--- src/icap_cfg.svh ---
// Register offsets, field positions, write masks, reset values and mode codes for the capture block
`ifndef ICAP_CFG_SVH
`define ICAP_CFG_SVH
`define ICAP_OFF_T2CTL    12'h000
`define ICAP_OFF_T2CNT    12'h004
`define ICAP_OFF_T3CTL    12'h008
`define ICAP_OFF_T3CNT    12'h00c
`define ICAP_OFF_CAPCTL   12'h010
`define ICAP_OFF_CAPBUF   12'h014
`define ICAP_OFF_IRQSTAT  12'h018
`define ICAP_OFF_IRQMASK  12'h01c
`define ICAP_OFF_IDLE     12'h020
`define ICAP_B_ON         15
`define ICAP_B_IDLE_STOP  13
`define ICAP_B_GATE       7
`define ICAP_B_PS_HI      6
`define ICAP_B_PS_LO      4
`define ICAP_B_PAIR       3
`define ICAP_B_CSRC       1
`define ICAP_B_FIRST_EDGE_SEL      9
`define ICAP_B_WIDE       8
`define ICAP_B_TSEL       7
`define ICAP_B_IRQ_HI     6
`define ICAP_B_IRQ_LO     5
`define ICAP_B_OVF        4
`define ICAP_B_BNE        3
`define ICAP_B_MODE_HI    2
`define ICAP_B_MODE_LO    0
`define ICAP_TCTL_WMASK   32'h0000a0fa
`define ICAP_TCTL_ODDMASK 32'h0000a0f2
`define ICAP_CCTL_WMASK   32'h0000a3e7
`define ICAP_RESET_WORD   32'h00000000
`define ICAP_MODE_OFF     3'h0
`define ICAP_MODE_EVERY   3'h1
`define ICAP_MODE_FALL    3'h2
`define ICAP_MODE_RISE    3'h3
`define ICAP_MODE_RISE4   3'h4
`define ICAP_MODE_RISE16  3'h5
`define ICAP_MODE_FIRST   3'h6
`define ICAP_IRQ_CAPTURE  0
`define ICAP_IRQ_OVF      1
`define ICAP_FIFO_DEPTH   4
`endif

--- src/icap_pkg.sv ---
// Types shared by the capture block
package icap_pkg;
  typedef struct packed {
    logic       on;
    logic       idle_stop;
    logic       gate_accum_en;
    logic [2:0] prescale_sel;
    logic       pair_wide_mode;
    logic       clock_source_sel;
  } icap_tctl_s;
  typedef struct packed {
    logic       on;
    logic       idle_stop;
    logic       first_edge_sel;
    logic       wide_capture_sel;
    logic       capture_timer_sel;
    logic [1:0] capture_irq_every;
    logic [2:0] capture_mode_sel;
  } icap_cctl_s;
  typedef enum logic [1:0] {
    ICAP_ST_OFF   = 2'b00,
    ICAP_ST_FIRST = 2'b01,
    ICAP_ST_RUN   = 2'b10
  } icap_state_e;
endpackage

--- src/icap_timer.sv ---
// One 16-bit timer with prescaler, gating, external source and idle stop
`timescale 1ns/1ps
`default_nettype none
`include "icap_cfg.svh"
module icap_timer
  import icap_pkg::*;
#(
  parameter int WIDTH = 16
) (
  input  wire logic             pclk,
  input  wire logic             presetn,
  input  var  icap_tctl_s       ctl,
  input  wire logic             idle,
  input  wire logic             ext_clk_rise,
  input  wire logic             gate_level,
  input  wire logic             cnt_wr,
  input  wire logic [WIDTH-1:0] cnt_wdata,
  output logic                  tick,
  output logic [WIDTH-1:0]      count
);
  logic [7:0] ps_q;
  logic [7:0] ps_lim;
  logic       src_tick;
  logic       run;

  always_comb begin
    case (ctl.prescale_sel)
      3'h0: ps_lim = 8'h00;
      3'h1: ps_lim = 8'h01;
      3'h2: ps_lim = 8'h03;
      3'h3: ps_lim = 8'h07;
      3'h4: ps_lim = 8'h0f;
      3'h5: ps_lim = 8'h1f;
      3'h6: ps_lim = 8'h3f;
      default: ps_lim = 8'hff;
    endcase
  end

  // Gate only honoured with internal source
  assign src_tick = ctl.clock_source_sel ? ext_clk_rise :
                    (ctl.gate_accum_en ? gate_level : 1'b1);
  assign run = ctl.on && !(ctl.idle_stop && idle);

  always_ff @(posedge pclk or negedge presetn) begin
    if (!presetn) begin
      ps_q <= 8'h00;
    end else if (!run) begin
      ps_q <= 8'h00;
    end else if (src_tick) begin
      ps_q <= (ps_q >= ps_lim) ? 8'h00 : ps_q + 8'h01;
    end
  end

  assign tick = run && src_tick && (ps_q >= ps_lim);

  always_ff @(posedge pclk or negedge presetn) begin
    if (!presetn) begin
      count <= '0;
    end else if (cnt_wr) begin
      count <= cnt_wdata;
    end else if (tick) begin
      count <= count + {{(WIDTH-1){1'b0}}, 1'b1};
    end
  end
endmodule
`default_nettype wire

--- src/icap_fifo.sv ---
// Small capture buffer with overflow discard
`timescale 1ns/1ps
`default_nettype none
`include "icap_cfg.svh"
module icap_fifo #(
  parameter int WIDTH = 32,
  parameter int DEPTH = `ICAP_FIFO_DEPTH
) (
  input  wire logic             pclk,
  input  wire logic             presetn,
  input  wire logic             clr,
  input  wire logic             push,
  input  wire logic [WIDTH-1:0] wdata,
  input  wire logic             pop,
  output logic [WIDTH-1:0]      rdata,
  output logic                  nonempty,
  output logic                  full
);
  localparam int AW = $clog2(DEPTH);
  logic [WIDTH-1:0] mem [DEPTH];
  logic [AW-1:0]    wp_q;
  logic [AW-1:0]    rp_q;
  logic [AW:0]      cnt_q;
  logic             do_push;
  logic             do_pop;

  assign full     = (cnt_q == (AW+1)'(DEPTH));
  assign nonempty = (cnt_q != '0);
  assign do_push  = push && !full;
  assign do_pop   = pop && nonempty;
  assign rdata    = mem[rp_q];

  always_ff @(posedge pclk) begin
    if (do_push) begin
      mem[wp_q] <= wdata;
    end
  end

  always_ff @(posedge pclk or negedge presetn) begin
    if (!presetn) begin
      wp_q  <= '0;
      rp_q  <= '0;
      cnt_q <= '0;
    end else if (clr) begin
      wp_q  <= '0;
      rp_q  <= '0;
      cnt_q <= '0;
    end else begin
      if (do_push) begin
        wp_q <= (wp_q == AW'(DEPTH-1)) ? '0 : wp_q + AW'(1);
      end
      if (do_pop) begin
        rp_q <= (rp_q == AW'(DEPTH-1)) ? '0 : rp_q + AW'(1);
      end
      cnt_q <= cnt_q + (AW+1)'(do_push) - (AW+1)'(do_pop);
    end
  end
endmodule
`default_nettype wire

--- src/icap_top.sv ---
// Input capture unit with two pairable timers behind an APB slave
`timescale 1ns/1ps
`default_nettype none
`include "icap_cfg.svh"
// Contract
// - Timer idle-stop halts it in idle
// - External source ignores gate, reads zero
// - Prescale field divides 1 to 256
// - Pairing bit only on even timer
// - Wide pair controlled from even timer; the odd timer's own idle-stop still applies too
// - Capture disable resets and silences module
// - Capture idle-stop halts it in idle
// - Mode 110 first edge select
// - Width bit picks 32 or 16 bits
// - Timer select two/three in 16-bit
// - Interrupt every first to fourth capture
// - Read-only overflow flag
// - Read-only buffer nonempty bit
module icap_top
  import icap_pkg::*;
(
  input  wire logic        pclk,
  input  wire logic        presetn,
  input  wire logic        psel,
  input  wire logic        penable,
  input  wire logic        pwrite,
  input  wire logic [11:0] paddr,
  input  wire logic [31:0] pwdata,
  output logic             pready,
  output logic [31:0]      prdata,
  output logic             pslverr,
  input  wire logic        cap_pin,
  input  wire logic        ext_clk_pin,
  input  wire logic        gate_pin,
  output logic             irq
);
  icap_tctl_s  t2_q;
  icap_tctl_s  t3_q;
  icap_cctl_s  c_q;
  icap_state_e st_q;
  logic [1:0]  irq_mask_q;
  logic [1:0]  irq_stat_q;
  logic        idle_q;
  logic        ovf_q;
  logic [1:0]  evt_q;
  logic [1:0]  div4_q;
  logic [3:0]  div16_q;
  logic [2:0]  cap_sync_q;
  logic [2:0]  ext_sync_q;
  logic [1:0]  gate_sync_q;
  logic        cap_rise;
  logic        cap_fall;
  logic        ext_rise;
  logic        cap_run;
  logic        edge_hit;
  logic        cap_evt;
  logic        irq_evt;
  logic        fifo_full;
  logic        fifo_ne;
  logic [31:0] fifo_rdata;
  logic [31:0] cap_value;
  logic        wr;
  logic        rd;
  logic        bad;
  logic [15:0] t2_cnt;
  logic [15:0] t3_cnt;
  logic        t2_tick;
  icap_tctl_s  t3_eff;
  icap_tctl_s  t3_view;

  function automatic logic is_addr(input logic [11:0] a, input logic [11:0] off);
    is_addr = (a == off);
  endfunction

  // Timer control readback hides gate when external source selected
  function automatic logic [31:0] tctl_word(input icap_tctl_s t, input logic even);
    logic [31:0] w;
    w = `ICAP_RESET_WORD;
    w[`ICAP_B_ON]        = t.on;
    w[`ICAP_B_IDLE_STOP] = t.idle_stop;
    w[`ICAP_B_GATE]      = t.gate_accum_en && !t.clock_source_sel;
    w[`ICAP_B_PS_HI:`ICAP_B_PS_LO] = t.prescale_sel;
    w[`ICAP_B_PAIR]      = even && t.pair_wide_mode;
    w[`ICAP_B_CSRC]      = t.clock_source_sel;
    tctl_word = w;
  endfunction

  assign wr  = psel && penable && pwrite;
  assign rd  = psel && penable && !pwrite;
  assign bad = !(is_addr(paddr, `ICAP_OFF_T2CTL) || is_addr(paddr, `ICAP_OFF_T2CNT) ||
                 is_addr(paddr, `ICAP_OFF_T3CTL) || is_addr(paddr, `ICAP_OFF_T3CNT) ||
                 is_addr(paddr, `ICAP_OFF_CAPCTL) || is_addr(paddr, `ICAP_OFF_CAPBUF) ||
                 is_addr(paddr, `ICAP_OFF_IRQSTAT) || is_addr(paddr, `ICAP_OFF_IRQMASK) ||
                 is_addr(paddr, `ICAP_OFF_IDLE));
  assign pready  = 1'b1;
  assign pslverr = psel && penable && bad;

  // Pin synchronisers; stage 0 feeds only stage 1
  always_ff @(posedge pclk or negedge presetn) begin
    if (!presetn) begin
      cap_sync_q  <= 3'h0;
      ext_sync_q  <= 3'h0;
      gate_sync_q <= 2'h0;
    end else begin
      cap_sync_q  <= {cap_sync_q[1:0], cap_pin};
      ext_sync_q  <= {ext_sync_q[1:0], ext_clk_pin};
      gate_sync_q <= {gate_sync_q[0], gate_pin};
    end
  end
  assign cap_rise = cap_sync_q[1] && !cap_sync_q[2];
  assign cap_fall = !cap_sync_q[1] && cap_sync_q[2];
  assign ext_rise = ext_sync_q[1] && !ext_sync_q[2];

  // In pair mode the odd timer takes its enable from the even one and its tick from the even rollover
  always_comb begin
    t3_eff = t3_q;
    if (t2_q.pair_wide_mode) begin
      t3_eff.on               = t2_q.on;
      // Gate input carries the even rollover, so the odd half counts carries only
      t3_eff.gate_accum_en    = 1'b1;
      t3_eff.prescale_sel     = 3'h0;
      t3_eff.clock_source_sel = 1'b0;
      // Odd idle-stop still applies; software must clear it
      t3_eff.idle_stop        = t2_q.idle_stop || t3_q.idle_stop;
    end
  end
  assign t3_view = t3_q;

  icap_timer #(.WIDTH(16)) u_t2 (
    .pclk         (pclk),
    .presetn      (presetn),
    .ctl          (t2_q),
    .idle         (idle_q),
    .ext_clk_rise (ext_rise),
    .gate_level   (gate_sync_q[1]),
    .cnt_wr       (wr && is_addr(paddr, `ICAP_OFF_T2CNT)),
    .cnt_wdata    (pwdata[15:0]),
    .tick         (t2_tick),
    .count        (t2_cnt)
  );

  icap_timer #(.WIDTH(16)) u_t3 (
    .pclk         (pclk),
    .presetn      (presetn),
    .ctl          (t3_eff),
    .idle         (idle_q),
    .ext_clk_rise (ext_rise),
    .gate_level   (t2_q.pair_wide_mode ? (t2_tick && t2_cnt == 16'hffff) : gate_sync_q[1]),
    .cnt_wr       (wr && is_addr(paddr, `ICAP_OFF_T3CNT)),
    .cnt_wdata    (pwdata[15:0]),
    .tick         (),
    .count        (t3_cnt)
  );

  // Pair carry: odd timer gated by even rollover through gate input
  always_ff @(posedge pclk or negedge presetn) begin
    if (!presetn) begin
      t2_q <= '0;
      t3_q <= '0;
    end else if (wr && is_addr(paddr, `ICAP_OFF_T2CTL)) begin
      t2_q <= {pwdata[`ICAP_B_ON], pwdata[`ICAP_B_IDLE_STOP], pwdata[`ICAP_B_GATE],
               pwdata[`ICAP_B_PS_HI:`ICAP_B_PS_LO], pwdata[`ICAP_B_PAIR],
               pwdata[`ICAP_B_CSRC]};
    end else if (wr && is_addr(paddr, `ICAP_OFF_T3CTL)) begin
      // Odd timer has no pairing bit
      t3_q <= {pwdata[`ICAP_B_ON], pwdata[`ICAP_B_IDLE_STOP], pwdata[`ICAP_B_GATE],
               pwdata[`ICAP_B_PS_HI:`ICAP_B_PS_LO], 1'b0, pwdata[`ICAP_B_CSRC]};
    end
  end

  always_ff @(posedge pclk or negedge presetn) begin
    if (!presetn) begin
      idle_q <= 1'b0;
    end else if (wr && is_addr(paddr, `ICAP_OFF_IDLE)) begin
      idle_q <= pwdata[0];
    end
  end

  // Fields other than enable and idle-stop change only while disabled
  always_ff @(posedge pclk or negedge presetn) begin
    if (!presetn) begin
      c_q <= '0;
    end else if (wr && is_addr(paddr, `ICAP_OFF_CAPCTL)) begin
      c_q.on        <= pwdata[`ICAP_B_ON];
      c_q.idle_stop <= pwdata[`ICAP_B_IDLE_STOP];
      if (!c_q.on) begin
        c_q.first_edge_sel    <= pwdata[`ICAP_B_FIRST_EDGE_SEL];
        c_q.wide_capture_sel  <= pwdata[`ICAP_B_WIDE];
        c_q.capture_timer_sel <= pwdata[`ICAP_B_TSEL];
        c_q.capture_irq_every <= pwdata[`ICAP_B_IRQ_HI:`ICAP_B_IRQ_LO];
        c_q.capture_mode_sel  <= pwdata[`ICAP_B_MODE_HI:`ICAP_B_MODE_LO];
      end
    end
  end

  assign cap_run = c_q.on && !(c_q.idle_stop && idle_q);

  // Edge qualifier per mode
  always_comb begin
    case (c_q.capture_mode_sel)
      `ICAP_MODE_EVERY:  edge_hit = cap_rise || cap_fall;
      `ICAP_MODE_FALL:   edge_hit = cap_fall;
      `ICAP_MODE_RISE:   edge_hit = cap_rise;
      `ICAP_MODE_RISE4:  edge_hit = cap_rise && (div4_q == 2'h3);
      `ICAP_MODE_RISE16: edge_hit = cap_rise && (div16_q == 4'hf);
      `ICAP_MODE_FIRST:  edge_hit = (st_q == ICAP_ST_FIRST) ?
                           (c_q.first_edge_sel ? cap_rise : cap_fall) :
                           (cap_rise || cap_fall);
      default:           edge_hit = 1'b0;
    endcase
  end
  assign cap_evt = cap_run && (st_q != ICAP_ST_OFF) && edge_hit;

  always_ff @(posedge pclk or negedge presetn) begin
    if (!presetn) begin
      st_q <= ICAP_ST_OFF;
    end else begin
      case (st_q)
        ICAP_ST_OFF:   st_q <= (c_q.on && c_q.capture_mode_sel != `ICAP_MODE_OFF) ?
                               ICAP_ST_FIRST : ICAP_ST_OFF;
        ICAP_ST_FIRST: st_q <= !c_q.on ? ICAP_ST_OFF : (cap_evt ? ICAP_ST_RUN : ICAP_ST_FIRST);
        ICAP_ST_RUN:   st_q <= !c_q.on ? ICAP_ST_OFF : ICAP_ST_RUN;
        default:       st_q <= ICAP_ST_OFF;
      endcase
    end
  end

  // Prescale counters for the every-fourth and every-sixteenth modes
  always_ff @(posedge pclk or negedge presetn) begin
    if (!presetn) begin
      div4_q  <= 2'h0;
      div16_q <= 4'h0;
    end else if (!c_q.on) begin
      div4_q  <= 2'h0;
      div16_q <= 4'h0;
    end else if (cap_run && cap_rise) begin
      div4_q  <= div4_q + 2'h1;
      div16_q <= div16_q + 4'h1;
    end
  end

  always_comb begin
    if (c_q.wide_capture_sel) begin
      cap_value = {t3_cnt, t2_cnt};
    end else begin
      cap_value = {16'h0000, c_q.capture_timer_sel ? t2_cnt : t3_cnt};
    end
  end

  icap_fifo #(.WIDTH(32), .DEPTH(`ICAP_FIFO_DEPTH)) u_fifo (
    .pclk     (pclk),
    .presetn  (presetn),
    .clr      (!c_q.on),
    .push     (cap_evt),
    .wdata    (cap_value),
    .pop      (rd && is_addr(paddr, `ICAP_OFF_CAPBUF)),
    .rdata    (fifo_rdata),
    .nonempty (fifo_ne),
    .full     (fifo_full)
  );

  always_ff @(posedge pclk or negedge presetn) begin
    if (!presetn) begin
      ovf_q <= 1'b0;
    end else if (!c_q.on) begin
      ovf_q <= 1'b0;
    end else if (cap_evt && fifo_full) begin
      ovf_q <= 1'b1;
    end
  end

  // Interrupt divider; reset together with the module
  always_ff @(posedge pclk or negedge presetn) begin
    if (!presetn) begin
      evt_q <= 2'h0;
    end else if (!c_q.on) begin
      evt_q <= 2'h0;
    end else if (cap_evt) begin
      evt_q <= (evt_q == c_q.capture_irq_every) ? 2'h0 : evt_q + 2'h1;
    end
  end
  assign irq_evt = cap_evt && (evt_q == c_q.capture_irq_every) && c_q.on;

  // Sticky status; a new event beats the read clear
  always_ff @(posedge pclk or negedge presetn) begin
    if (!presetn) begin
      irq_stat_q <= 2'h0;
    end else begin
      irq_stat_q[`ICAP_IRQ_CAPTURE] <= irq_evt ||
        (irq_stat_q[`ICAP_IRQ_CAPTURE] && !(rd && is_addr(paddr, `ICAP_OFF_IRQSTAT)));
      irq_stat_q[`ICAP_IRQ_OVF] <= (c_q.on && cap_evt && fifo_full) ||
        (irq_stat_q[`ICAP_IRQ_OVF] && !(rd && is_addr(paddr, `ICAP_OFF_IRQSTAT)));
    end
  end

  always_ff @(posedge pclk or negedge presetn) begin
    if (!presetn) begin
      irq_mask_q <= 2'h0;
    end else if (wr && is_addr(paddr, `ICAP_OFF_IRQMASK)) begin
      irq_mask_q <= pwdata[1:0];
    end
  end
  assign irq = |(irq_stat_q & irq_mask_q);

  always_comb begin
    prdata = `ICAP_RESET_WORD;
    if (rd) begin
      case (paddr)
        `ICAP_OFF_T2CTL:   prdata = tctl_word(t2_q, 1'b1);
        `ICAP_OFF_T2CNT:   prdata = {16'h0000, t2_cnt};
        `ICAP_OFF_T3CTL:   prdata = tctl_word(t3_view, 1'b0);
        `ICAP_OFF_T3CNT:   prdata = {16'h0000, t3_cnt};
        `ICAP_OFF_CAPCTL: begin
          prdata[`ICAP_B_ON]        = c_q.on;
          prdata[`ICAP_B_IDLE_STOP] = c_q.idle_stop;
          prdata[`ICAP_B_FIRST_EDGE_SEL]     = c_q.first_edge_sel;
          prdata[`ICAP_B_WIDE]      = c_q.wide_capture_sel;
          prdata[`ICAP_B_TSEL]      = c_q.capture_timer_sel;
          prdata[`ICAP_B_IRQ_HI:`ICAP_B_IRQ_LO] = c_q.capture_irq_every;
          prdata[`ICAP_B_OVF]       = ovf_q;
          prdata[`ICAP_B_BNE]       = fifo_ne;
          prdata[`ICAP_B_MODE_HI:`ICAP_B_MODE_LO] = c_q.capture_mode_sel;
        end
        `ICAP_OFF_CAPBUF:  prdata = fifo_rdata;
        `ICAP_OFF_IRQSTAT: prdata = {30'h00000000, irq_stat_q};
        `ICAP_OFF_IRQMASK: prdata = {30'h00000000, irq_mask_q};
        `ICAP_OFF_IDLE:    prdata = {31'h00000000, idle_q};
        default:           prdata = `ICAP_RESET_WORD;
      endcase
    end
  end
endmodule
`default_nettype wire

--- config.mk ---
export PLATFORM = sky130hd
export DESIGN_NAME = icap_top
export DESIGN_NICKNAME = d
export VERILOG_FILES = /design/src/icap_pkg.sv /design/src/icap_timer.sv /design/src/icap_fifo.sv /design/src/icap_top.sv
export VERILOG_INCLUDE_DIRS = /design/src
export SDC_FILE = /design/constraint.sdc
export NUM_CORES = 1
export LEC_CHECK = 0
export ABC_CLOCK_PERIOD_IN_PS = 7300
export BUFFER_PORTS_ARGS = -buffer_cell sky130_fd_sc_hd__buf_2
export CORE_MARGIN = 1.5
export CORE_UTILIZATION = 50
export DETAILED_ROUTE_END_ITERATION = 10
export HOLD_SLACK_MARGIN = 0.12
export PLACE_DENSITY = 0.68
export SYNTH_ARGS = -nofsm -noshare
export SYNTH_HDL_FRONTEND = slang
export SYNTH_HIERARCHICAL = 1
export SYNTH_SLANG_ARGS = --single-unit
--- constraint.sdc ---
create_clock -name pclk -period 7.3 [get_ports pclk]
set_clock_uncertainty 0.05 [all_clocks]
set_input_delay 1.095 -clock pclk [delete_from_list [all_inputs] [get_ports pclk]]
set_output_delay 1.095 -clock pclk [all_outputs]
set_load 0.02 [all_outputs]
Word level (Yosys, flattened, before mapping):

Memory sizes are Yosys's and may differ from the RTL's.
Cells that the tools add are included.

* bits in registers: 104
* bits in writable memories: 128
* bits in read-only memories: 0
* latch bits: 0
* logic and storage cells: 229
* output and inout port bits: 35
* memories kept: 1

Memories
* u_fifo.mem: words 4, width 32, rd ports 1, clocked after memory_dff 0, wr ports 1, RTL line icap_fifo.sv:20 `logic [WIDTH-1:0] mem [DEPTH];`

* reductions and logical operators: 80
* divide/modulo/power cells: 0
* shift operators: 0
* order comparisons: 2
* bitwise operators: 3
* equal/unequal tests: 42
* add/subtract/negate cells: 11
* mux-type cells: 54
* multiply operators: 0

Operator list (number)
* one-hot mux 8 bit (7 select lines): 2
* two-way mux 16 bit: 6
* one-hot mux 10 bit (9 select lines): 1
* two-way mux 32 bit: 2
* == test 12 x 5 -> 1 bit (second input constant): 4
* two-way mux 8 bit: 6
* logical AND 1 bit: 44
* adder 16 x 1 -> 16 bit (second input constant): 2
* == test 3 bit (second input constant): 10
* two-way mux 2 bit: 14
* == test 12 x 4 -> 1 bit (second input constant): 2
* == test 3 x 2 -> 1 bit (second input constant): 6
* one-hot mux 1 bit (6 select lines): 3
* adder 8 x 1 -> 8 bit (second input constant): 2
* == test 16 bit (second input constant): 1
* greater-or-equal comparator 8 bit: 2
* != test 2 x 1 -> 1 bit (second input constant): 7
* two-way mux 1 bit: 13
* == test 12 x 3 -> 1 bit (second input constant): 1
* == test 12 x 6 -> 1 bit (second input constant): 1
* logical NOT 1 bit: 12
* logical NOT 12 bit: 1
* logical OR 1 bit: 12
* == test 3 x 1 -> 1 bit (second input constant): 3
* 22 further kinds: 35

Logic depth before layout (Yosys ltp):

* depth after elaboration: 13
* depth in mapped cells: 17
* gate-level depth less buffers: 16

Cells and area by module:

Netlist, hierarchy kept.

Modules (own cells, without submodules)
* icap_fifo: area each 5096.1 um^2, instances 1, seq. area each 4018.9 um^2, cells each 216
* icap_top: area each 3463.3 um^2, instances 1, seq. area each 1226.2 um^2, cells each 340
* icap_timer: area each 1669.1 um^2, instances 2, seq. area each 600.6 um^2, cells each 199

Worst setup path after synthesis:

OpenSTA, ideal clock, no wires.

* path kind: input-to-output
* from: input port paddr[9]
* to: output port prdata[9]
* arrival time: 2.786 ns
* slack: 3.369 ns
* cell stages on the path: 6
* buffers on the path: 1
* cell sequence: or4_4 -> nor4_4 -> and3_1 -> buf_2 -> a222oi_1 -> nor2_1

* word-level cells in the longest chain between the ends: 3
* elaborated cells between the ends (all ways): 11
* those cells by class: eq/ne (8); mux (2); reduce/logical (1)

Ends and longest elaborated chain
* from (decl): RTL line icap_top.sv:27 `input wire logic [11:0] paddr,`
* == test 12 x 6 -> 1 bit, or another cell as far along: RTL line icap_top.sv:308 `case (paddr)`
* one-hot mux 10 bit (9 select lines) (*): RTL line icap_top.sv:308
* two-way mux 32 bit (*): RTL line icap_top.sv:307 `if (rd) begin`
* to (decl): RTL line icap_top.sv:30 `output logic [31:0] prdata,`

Every way passes the cells marked *; elsewhere a longest branch is shown, timed or not.

Final worst setup path:

* from: input port paddr[1]
* to: output port prdata[9]

The elaborated chain is that of the path after synthesis.

==> results_dict.tcl <==
set metrics [dict create \
    status "complete, no violations" \
    tns_ns 0 \
    cpPeakStageDelay_ns 0.88 \
    start_util_pct 50.8 \
    synthesis.nets 1037 \
    port_buffers 69 \
    cp_data_arrival_time_ns 3.50 \
    power-per-cell-area_nw_per_um2 212 \
    swShare_pct 21.0 \
    critPathKind "in2out" \
    hold_depth 0 \
    antenna_found_initial 0 \
    pre_cts_ws_ns 2.73 \
    dieWidth_um 157 \
    worst_slew_pin_slew_ns 1.20 \
    drive_gt1_share_pct 23.9 \
    worstPathRequired_ns 6.15 \
    combPwrFrac_pct 3.2 \
    drcViolationCount 0 \
    drv_cap 0 \
    cts_hold_buf 0 \
    maxSlewHeadroom_pct 20.0 \
    core_um2 23400 \
    setup_violations 0 \
    ir_drop_uv 159 \
    crit_chain "buf_2 > or4_4 > nor2_1 > nor4b_1 > a222oi_1 > nor2_1 > buf_2" \
    fin_util_pct 56.9 \
    clkPwrFrac_pct 47.6 \
    ff2ff_setup_slack_ns 3.23 \
    drtIter0Drc 924 \
    place_congestion 0.865 \
    totalWireLength_um 28500 \
    hold_violations 0 \
    cts_made_buffers 26 \
    worstPathMaxFanout 5 \
    dr_wl_met2_um 13500 \
    rsz0062_at_grt "no" \
    dieArea_um2 24700 \
    wl_met1_um 12400 \
    grt_pass1_vias 8013 \
    drtPass1Iterations 5 \
    syn_avg_cell_area_um2 12.5 \
    clockBufferDepth 3 \
    top_layer_used "met4" \
    finalCritPeriodShare_pct 63.6 \
    slowest_stage "nor4b_1" \
    cts_tree "done" \
    area.growth.synth_to_final_pct 12.0 \
    dpl.hpwl_um 19300 \
    wl_per_cell_um 21.1 \
    syn-cell-area_um2 11900 \
    insertion_delay_ns 0.54 \
    yosys_warnings 6 \
    postCtsSetupRepairBufs 0 \
    post_dp_cell_area_um2 12400 \
    power.internal_uw 2230 \
    path_clk_slew_ns 0.06 \
    grt_pass1_wl_um 44800 \
    detail-route-antenna-nets 0 \
    r2r_cells 15 \
    finalWorstSetupSlack_ns 2.65 \
    grt-ovfl-total 0 \
    synthCells 953 \
    drt-vias-per-instance 6.14 \
    layout.nets 1092 \
    final_cell_mix "edfxtp_1 (128), dfrtp_1 (103), buf_2 (68), nor2_1 (67), nand2_1 (57)" \
    wl_met3_um 1830 \
    hold_path.class "reg2reg" \
    p_switching_uw 594 \
    htreeDepth 1 \
    power.leakage_uw 0.00500 \
    fin_area_um2 13300 \
    min_period_ns 4.65 \
    final_common_cell "edfxtp_1" \
    cp-start-kind "primary input" \
    numClockSinks 232 \
    antenna_cells 0 \
    seqPwrFrac_pct 49.2 \
    clk_root_buffer_cell "clkbuf_16" \
    slew_viol_final 0 \
    io_pins 87 \
    via_count 8277 \
    p_total_uw 2820 \
    fp-row-count 56 \
    fp.dieH_um 157 \
    cts_resized 0 \
    end_kind "output port" \
    fmax_mhz 215 \
    grt_max_degree 62 \
    grt_use_total_pct 23.8 \
    fillers 1975 \
]
-- final cells by class --
cell class / count / area, um^2 / area share, %
well taps: 319 / 399 / 3.00
clock buffers: 34 / 701 / 5.26
clock inverters: 14 / 190 / 1.43
flip-flops and latches: 232 / 6450 / 48.4
inverters: 26 / 97.6 / 0.733
repair buffers: 74 / 385 / 2.89
multi-input cells: 648 / 5100 / 38.3
-- layer usage --
metal  GRT usage (%)  vias to the layer above
met2            38.4                      278
met3            3.72                       52
met4            6.87                        0
met1            33.4                     4181
met5               0                        -
li1                -                     3766
-- critical path: cells and delay by family --
kind / cells / cell delay (ns)
AND/OR/NAND/NOR: 4 / 1.93
buffers and inverters: 2 / 0.31
AO/OA/AOI/OAI: 1 / 0.16
-- stage by stage --
step	hold WS, ns	cells
6_report	0.292	1347
5_1_grt	0.308	1347
4_1_cts	0.298	1347
3_5_place_dp	0.285	1299
3_3_place_gp	0.283	1299
2_1_floorplan	0.281	953
-- worst paths after layout --
| path | start | endpoint |
|---|---|---|
| min in group asynchronous | presetn | u_fifo/rp_q[1] |
| worst min register to register | cap_sync_q[0] | cap_sync_q[1] |
| worst max register to register | t2_q[3] | u_t3/count[15] |
| worst min-delay path | cap_sync_q[0] | cap_sync_q[1] |
| worst max-delay path | paddr[1] | prdata[9] |
| max in group asynchronous | presetn | u_t2/ps_q[1] |
-- power groups by stage --
stage | registers (uW) | clock network (uW) | logic [uW]
final | 1390 | 1340 | 89.3
after global routing | 1390 | 1420 | 98.9
after CTS | 1390 | 1370 | 89.1
after detailed placement | 1420 | 0 | 88.4
after global placement | 1420 | 0 | 87.7
after floorplan | 1410 | 0 | 48.1
-- state kept, by name, summed over array words and instances (netlist names), 3 cells and up --
signal,count
u_fifo/mem,128
u_t2/count,16
u_t3/count,16
c_q,10
t2_q,8
u_t2/ps_q,8
u_t3/ps_q,8
t3_q,7
div16_q,4
cap_sync_q,3
ext_sync_q,3
u_fifo/cnt_q,3
No activity file was read; power rests on OpenSTA's default activity.
